--- config.mk ---
export PLATFORM = sky130hd
export DESIGN_NAME = eil_top
export DESIGN_NICKNAME = d
export VERILOG_FILES = /design/src/core/eil_pkg.sv /design/src/core/eil_pin_sync.sv /design/src/core/eil_wb_slave.sv /design/src/core/eil_top.sv
export SDC_FILE = /design/constraint.sdc
export NUM_CORES = 1
export LEC_CHECK = 0
export BUFFER_PORTS_ARGS = -buffer_cell sky130_fd_sc_hd__buf_2
export CAP_MARGIN = 20
export CORE_MARGIN = 8
export CORE_UTILIZATION = 40
export DETAILED_ROUTE_END_ITERATION = 10
export PLACE_DENSITY = 0.86
export SKIP_LAST_GASP = 1
export SYNTH_ARGS = -nofsm -noshare
export SYNTH_HDL_FRONTEND = slang
export SYNTH_SLANG_ARGS = --single-unit
--- constraint.sdc ---
create_clock -name mclk -period 4.05 [get_ports mclk]
set_input_delay 0.2025 -clock mclk [delete_from_list [all_inputs] [get_ports mclk]]
set_output_delay 0.2025 -clock mclk [all_outputs]
set_load 0.01 [all_outputs]
--- src/core/eil_pkg.sv ---
// Purpose: constants and types shared by the external interrupt latch
// Assumes: wishbone classic slave, 32-bit data, 8-bit registers in low bits
// Notes: offsets are byte addresses of aligned words
//
// Overview of operation
// - with break-clear enable set, software acknowledge in break state clears latch
// - a latch cleared during break stays cleared once break ends
// - with break-clear enable clear, acknowledge in break state leaves latch alone
// - pending flag is read-only, one while request pending, else zero
// - writing one to write-only acknowledge bit clears latch, break limits apply
// - acknowledge bit always reads zero and is cleared by reset
// - mask bit one blocks request to cpu; reset clears mask
// - sensitivity one: falling edge and low level; zero: falling edge only
// - falling edge on active-low pin sets latch in either mode
// - edge-only mode: vector fetch or software acknowledge clears latch at once
// - edge-and-level mode: clear needs acknowledge and pin high, any order
// - unmasked serviced request takes vector from the two fixed vector addresses
package eil_pkg;
    localparam logic [7:0] EIL_OFS_STATUS = 8'h00;
    localparam logic [7:0] EIL_OFS_BREAK = 8'h04;
    localparam logic [7:0] EIL_OFS_IRQ_STAT = 8'h08;
    localparam logic [7:0] EIL_OFS_IRQ_MASK = 8'h0C;
    // status/control bit positions
    localparam int EIL_BIT_MODE = 0;
    localparam int EIL_BIT_MASK = 1;
    localparam int EIL_BIT_ACK = 2;
    localparam int EIL_BIT_PEND = 3;
    localparam int EIL_BIT_BREAK_CLEAR_ENABLE = 0;
    localparam logic [7:0] EIL_RST_CTRL = 8'h00;
    localparam logic EIL_RST_BREAK_CLEAR_ENABLE = 1'b0;
    // event bits: 0 latch set, 1 latch cleared
    localparam int EIL_EVT_W = 2;
    localparam logic [15:0] EIL_VEC_HI = 16'hFFFA;
    localparam logic [15:0] EIL_VEC_LO = 16'hFFFB;
    localparam logic [31:0] EIL_RD_UNMAPPED = 32'h0000_0000;

    typedef struct packed {
        logic cyc;
        logic stb;
        logic we;
        logic [3:0] sel;
        logic [7:0] adr;
        logic [31:0] dat;
    } eil_wb_req_s;

    typedef struct packed {
        logic mode;
        logic mask;
        logic break_clear_enable;
    } eil_ctrl_s;
endpackage

--- src/core/eil_pin_sync.sv ---
// Purpose: two-flop synchroniser and falling edge detector for the pin
// Assumes: pin idles high
// Notes: first flop feeds only the second
`timescale 1ns/100ps
module eil_pin_sync (
    // clock and reset
    input wire logic mclk,
    input wire logic arst_n,
    // pin side
    input wire logic irq_pin_n,
    // detected
    output logic pin_level,
    output logic pin_fall
);
    logic meta;
    logic sync;
    logic prev;

    always_ff @(posedge mclk or negedge arst_n) begin
        if (!arst_n) begin
            meta <= 1'b1;
            sync <= 1'b1;
            prev <= 1'b1;
        end else begin
            meta <= irq_pin_n;
            sync <= meta;
            prev <= sync;
        end
    end

    assign pin_level = sync;
    assign pin_fall = prev & ~sync;
endmodule

--- src/core/eil_wb_slave.sv ---
// Purpose: classic wishbone slave front end, one-cycle ack
// Assumes: master holds request until ack
// Notes: ack drops the cycle after it is given
`timescale 1ns/100ps
module eil_wb_slave (
    // clock and reset
    input wire logic mclk,
    input wire logic arst_n,
    // bus
    input wire eil_pkg::eil_wb_req_s req,
    output logic ack_o,
    // access strobes
    output logic wr_stb,
    output logic rd_stb
);
    logic ack;
    wire access = req.cyc & req.stb & ~ack;

    always_ff @(posedge mclk or negedge arst_n) begin
        if (!arst_n) begin
            ack <= 1'b0;
        end else begin
            ack <= access;
        end
    end

    assign ack_o = ack;
    // writes take effect at the acked edge
    assign wr_stb = ack & req.we & req.sel[0];
    assign rd_stb = ack & ~req.we;
endmodule

--- src/core/eil_top.sv ---
// Purpose: external interrupt request latch with status/control register
// Assumes: cpu gives vector fetch pulse and break state level
// Notes: registers on classic wishbone, answer in one wait cycle
`timescale 1ns/100ps
module eil_top (
    // clock and reset
    input wire logic mclk,
    input wire logic arst_n,
    // wishbone slave
    input wire logic wb_cyc_i,
    input wire logic wb_stb_i,
    input wire logic wb_we_i,
    input wire logic [3:0] wb_sel_i,
    input wire logic [7:0] wb_adr_i,
    input wire logic [31:0] wb_dat_i,
    output logic [31:0] wb_dat_o,
    output logic wb_ack_o,
    // external pin
    input wire logic irq_pin_n,
    // cpu side
    input wire logic vec_fetch,
    input wire logic break_state,
    output logic cpu_irq_req,
    output logic [15:0] vec_addr_hi,
    output logic [15:0] vec_addr_lo,
    // summary interrupt
    output logic irq
);
    eil_pkg::eil_wb_req_s req;
    eil_pkg::eil_ctrl_s ctrl;
    logic latch;
    logic ack_pend;
    logic [eil_pkg::EIL_EVT_W-1:0] evt_stat;
    logic [eil_pkg::EIL_EVT_W-1:0] evt_mask;
    logic [31:0] rd_data;
    logic wr_stb;
    logic pin_level;
    logic pin_fall;

    assign req = '{cyc: wb_cyc_i, stb: wb_stb_i, we: wb_we_i, sel: wb_sel_i,
                   adr: wb_adr_i, dat: wb_dat_i};

    // ------------------------------------------------------------
    // submodules
    // ------------------------------------------------------------
    eil_wb_slave u_bus (
        .mclk(mclk),
        .arst_n(arst_n),
        .req(req),
        .ack_o(wb_ack_o),
        .wr_stb(wr_stb),
        .rd_stb()
    );

    eil_pin_sync u_sync (
        .mclk(mclk),
        .arst_n(arst_n),
        .irq_pin_n(irq_pin_n),
        .pin_level(pin_level),
        .pin_fall(pin_fall)
    );

    // ------------------------------------------------------------
    // decode
    // ------------------------------------------------------------
    wire sel_status = req.adr == eil_pkg::EIL_OFS_STATUS;
    wire sel_break = req.adr == eil_pkg::EIL_OFS_BREAK;
    wire sel_istat = req.adr == eil_pkg::EIL_OFS_IRQ_STAT;
    wire sel_request_mask = req.adr == eil_pkg::EIL_OFS_IRQ_MASK;
    wire wr_status = wr_stb & sel_status;
    wire sw_ack = wr_status & req.dat[eil_pkg::EIL_BIT_ACK];
    wire sw_ack_ok = sw_ack & (~break_state | ctrl.break_clear_enable);
    wire any_ack = sw_ack_ok | vec_fetch;
    // level re-arm only in edge-and-level mode
    wire level_hold = ctrl.mode & ~pin_level;
    wire clr_now = ctrl.mode ? ((any_ack | ack_pend) & pin_level) : any_ack;
    // edge sets regardless of mode, set wins
    wire next_latch = pin_fall | level_hold | (latch & ~clr_now);
    wire evt_set = next_latch & ~latch;
    wire evt_clr = latch & ~next_latch;
    wire [eil_pkg::EIL_EVT_W-1:0] evt = {evt_clr, evt_set};

    // ------------------------------------------------------------
    // latch and control
    // ------------------------------------------------------------
    // cleared latch simply stays cleared
    always_ff @(posedge mclk or negedge arst_n) begin
        if (!arst_n) begin
            latch <= 1'b0;
            ack_pend <= 1'b0;
        end else begin
            latch <= next_latch;
            ack_pend <= ctrl.mode & latch & ~pin_level & (any_ack | ack_pend);
        end
    end

    always_ff @(posedge mclk or negedge arst_n) begin
        if (!arst_n) begin
            ctrl.mode <= eil_pkg::EIL_RST_CTRL[eil_pkg::EIL_BIT_MODE];
            ctrl.mask <= eil_pkg::EIL_RST_CTRL[eil_pkg::EIL_BIT_MASK];
            ctrl.break_clear_enable <= eil_pkg::EIL_RST_BREAK_CLEAR_ENABLE;
        end else begin
            if (wr_status) begin
                ctrl.mode <= req.dat[eil_pkg::EIL_BIT_MODE];
                ctrl.mask <= req.dat[eil_pkg::EIL_BIT_MASK];
            end
            if (wr_stb & sel_break) begin
                ctrl.break_clear_enable <= req.dat[eil_pkg::EIL_BIT_BREAK_CLEAR_ENABLE];
            end
        end
    end

    // ------------------------------------------------------------
    // event status (write one to clear) and mask (plain write)
    // ------------------------------------------------------------
    always_ff @(posedge mclk or negedge arst_n) begin
        if (!arst_n) begin
            evt_stat <= '0;
            evt_mask <= '0;
        end else begin
            // set wins over clear in the same cycle
            evt_stat <= evt | (evt_stat & ~(req.dat[eil_pkg::EIL_EVT_W-1:0]
                        & {eil_pkg::EIL_EVT_W{wr_stb & sel_istat}}));
            if (wr_stb & sel_request_mask) begin
                evt_mask <= req.dat[eil_pkg::EIL_EVT_W-1:0];
            end
        end
    end

    // mask bit one silences its event, reset leaves all events enabled
    assign irq = |(evt_stat & ~evt_mask);

    // ------------------------------------------------------------
    // cpu side
    // ------------------------------------------------------------
    // mask gates request
    assign cpu_irq_req = latch & ~ctrl.mask;
    assign vec_addr_hi = eil_pkg::EIL_VEC_HI;
    assign vec_addr_lo = eil_pkg::EIL_VEC_LO;

    // ------------------------------------------------------------
    // read mux
    // ------------------------------------------------------------
    // pending readback, ack reads zero
    wire [31:0] rd_status = {28'h0000000, latch, 1'b0, ctrl.mask, ctrl.mode};
    wire [31:0] rd_break = {31'h0, ctrl.break_clear_enable};
    wire [31:0] rd_istat = {30'h0, evt_stat};
    wire [31:0] rd_request_mask = {30'h0, evt_mask};
    assign rd_data = sel_status ? rd_status :
                     sel_break ? rd_break :
                     sel_istat ? rd_istat :
                     sel_request_mask ? rd_request_mask : eil_pkg::EIL_RD_UNMAPPED;

    always_ff @(posedge mclk or negedge arst_n) begin
        if (!arst_n) begin
            wb_dat_o <= 32'h00000000;
        end else begin
            wb_dat_o <= req.cyc & req.stb & ~req.we ? rd_data : 32'h00000000;
        end
    end
endmodule

==> metrics.csv <==
stage,metric,value,unit
route,routed len/inst,12.3,um
floorplanning,die area,0.00524,mm^2
worst_setup_path,type of destination of the critical path,flip-flop,
global_route,total track usage,0.0906,
route,initial DRC count,20,
power_and_ir_drop,PwrDens,249,mW/mm^2
clocking,CTS root buf,clkbuf_4,
route,via count,771,
layout,area delta synth->final,-1.18,%
synthesis,Seq cells post-synth,16,
power_and_ir_drop,NetSw,95.2,uW
sta,setup TNS,0,ns
min_path,Tightest Hold Check Type,input port to flip-flop,
route,final antenna-violating net count,0,
floorplanning,cell row count,20,
floorplanning,die height,72.4,um
clocking,CTS tree,built,
sta,final-report max-slew violation count,0,
power_and_ir_drop,Pint,217,uW
worst_setup_path,CP peak stage delay,0.38,ns
floorplanning,CORE AREA,0.00303,mm^2
global_route,GRT overflow,0,
sta,period utilization,0.350,
global_route,initial antenna violation count,0,
worst_setup_path,WS Path Type,flip-flop to flip-flop,
placed_design,port buffer count,25,
layout,"most common cell after layout, fill and taps aside",conb_1,
synthesis,"Seq/Total Area, Yosys",0.318,
clocking,# clock sinks,16,
placed_design,dpl cells,195,
worst_setup_path,CP max stage cell,dfrtp_1,
route,final WL,2.47,mm
route,Residual DRC,0,
power_and_ir_drop,P_leak,0.698,nW
flow_run,Max Cap Violations,0,
clocking,worst skew pair latency,0.28,ns
clocking,post-CTS sizing,0,
power_and_ir_drop,Logic pwr share,0.193,
placed_design,dpl hpwl,2.17,mm
power_and_ir_drop,clock power share,0.271,
worst_setup_path,"Cell Chain, Critical Path",and3_4 > nand4_4 > nor3b_2 > mux2_1,
worst_setup_path,Arrival @ worst endpoint,1.58,ns
clocking,Hold Buf Count CTS,1,
global_route,first-pass GRT wire length,3.80,mm
placed_design,final RePlAce weighted congestion,0.830,
synthesis,Syn. warnings,0,
clocking,Max Buffers Root-to-Sink,2,
sta,FMAX,705,MHz
placed_design,Area after DPL,0.00121,mm^2
power_and_ir_drop,Peak supply drop,0.000136,V
sta,RSZ-0062 raised after global routing,false,
sta,# setup viols final,0,
clocking,"CTS clk-pin slew, worst paths",0.08,ns
floorplanning,initial core utilization,0.420,
layout,final instance area,0.00126,mm^2
clocking,# H-tree levels,1,
power_and_ir_drop,Seq pwr share,0.536,
clocking,TritonCTS buffer count,3,
layout,layout cell share with drive strength beyond 1,0.280,
sta,Worst Skew,0.00977,ns
synthesis,Syn Inst Count,129,
worst_setup_path,crit path max fanout,5,
global_route,vias in the first global route,869,
global_route,largest net degree at the start of global routing,17,
sta,Hold Fails Final Rpt,0,
layout,most frequent cells in the layout,"conb_1 (61), buf_2 (25), dfrtp_1 (13)",
layout,"Core Util, Final",0.415,
sta,Min Hold Slack,0.186,ns
layout,antenna diode count,0,
route,vias per cell,3.84,
synthesis,syn_area_per_cell,9.85,um^2
worst_setup_path,Startpoint Class,flip-flop,
route,drt first pass iters,4,
floorplanning,io pins,119,
power_and_ir_drop,Sw Ratio,0.305,
worst_setup_path,required time worst endpoint,4.21,ns
layout,Total Nets Final,210,
status,status,"finished, final reports clean",
synthesis,Unique masters post-synth,32,
floorplanning,Die W,72.4,um
synthesis,synthesized area,0.00127,mm^2
sta,Final min period,1.42,ns
clocking,buffers inserted by post-CTS timing repair,0,
layout,Finished Layout Cells,201,
[cell families after synthesis]
logic type,synth area share
buf+inv,0.376
simple gates,0.165
flops,0.318
compound gates,0.0689
mux,0.0659
other cells,0.00591
[cells in the mapped netlist]
cell type  instances  area [um^2]
buf_4             61          458
dfrtp_1           13          325
inv_1              4         15.0
nor2_2             4         25.0
dfstp_2            3         78.8
mux2_1             3         33.8
a22oi_1            2         15.0
and3_1             2         12.5
and3_4             2         22.5
conb_1             2         7.51
mux2_4             2         30.0
mux2i_1            2         20.0
nand2_1            2         7.51
nand3_1            2         10.0
nand4_4            2         42.5
nor2_1             2         7.51
nor2b_1            2         12.5
nor3b_2            2         25.0
o211ai_1           2         15.0
o21ai_0            2         10.0
o22ai_1            2         12.5
a32o_1             1         10.0
and2_1             1         6.26
and4_1             1         8.76
buf_2              1         5.00
nand2b_1           1         6.26
nand3_2            1         10.0
nand3b_1           1         7.51
nand4_1            1         6.26
o2111a_1           1         11.3
o2111ai_1          1         8.76
o21ai_1            1         5.00
[registers in the layout, summed over array words and instances (netlist names), 2 cells and up]
register,flops
wb_dat_o,3
ctrl,3
evt_mask,2
evt_stat,2
[power by group through the flow]
stage	sequential, mW	combinational, mW	clock (mW)
detailed placement	0.170	0.0563	0
floorplan	0.170	0.0817	0
global route	0.168	0.0674	0.0978
finish	0.167	0.0604	0.0846
global placement	0.170	0.0549	0
CTS	0.167	0.0574	0.0885
[worst paths after layout]
path / start / end / slack, ns / cells after the start
worst min-delay path: wb_dat_i[1] / ctrl[1] / 0.19 / 2
max in group asynchronous: arst_n / u_sync.pin_level / 3.40 / 2
worst max-delay path: u_bus.ack_o / ctrl[0] / 2.63 / 4
worst min register to register: u_sync.meta / u_sync.pin_level / 0.36 / 0
worst max register to register: u_bus.ack_o / ctrl[0] / 2.63 / 4
min in group asynchronous: arst_n / evt_stat[0] / 0.34 / 2
[worst max-delay path, delay by kind of cell (launching register included)]
kind / cells / cell delay (ns)
muxes: 1 / 0.33
and+or+nand+nor: 3 / 0.59
DFF: 1 / 0.38
[layout make-up]
class | instances | area (um^2)
Clock buffer | 4 | 26.3
Fill cell | 317 | 1770
Inverter | 4 | 15.0
Multi-Input combinational cell | 106 | 611
Sequential cell | 16 | 404
Tap cell | 44 | 55.1
Timing Repair Buffer | 27 | 145
[per-layer routing]
layer / vias up / part of all wire / GRT usage
met5: - / 0 / 0
met4: 0 / 0.0085 / 0.0244
met3: 4 / 0.11 / 0.0510
met2: 44 / 0.56 / 0.179
met1: 359 / 0.32 / 0.0739
li1: 364 / - / -
[through the flow]
step	setup WS, ns	total power [mW]
3_5_place_dp	2.63	0.227
6_report	2.63	0.312
5_1_grt	2.57	0.333
3_3_place_gp	2.67	0.225
4_1_cts	2.62	0.313
2_1_floorplan	2.67	0.251
Power figures use the tool's default switching activity.
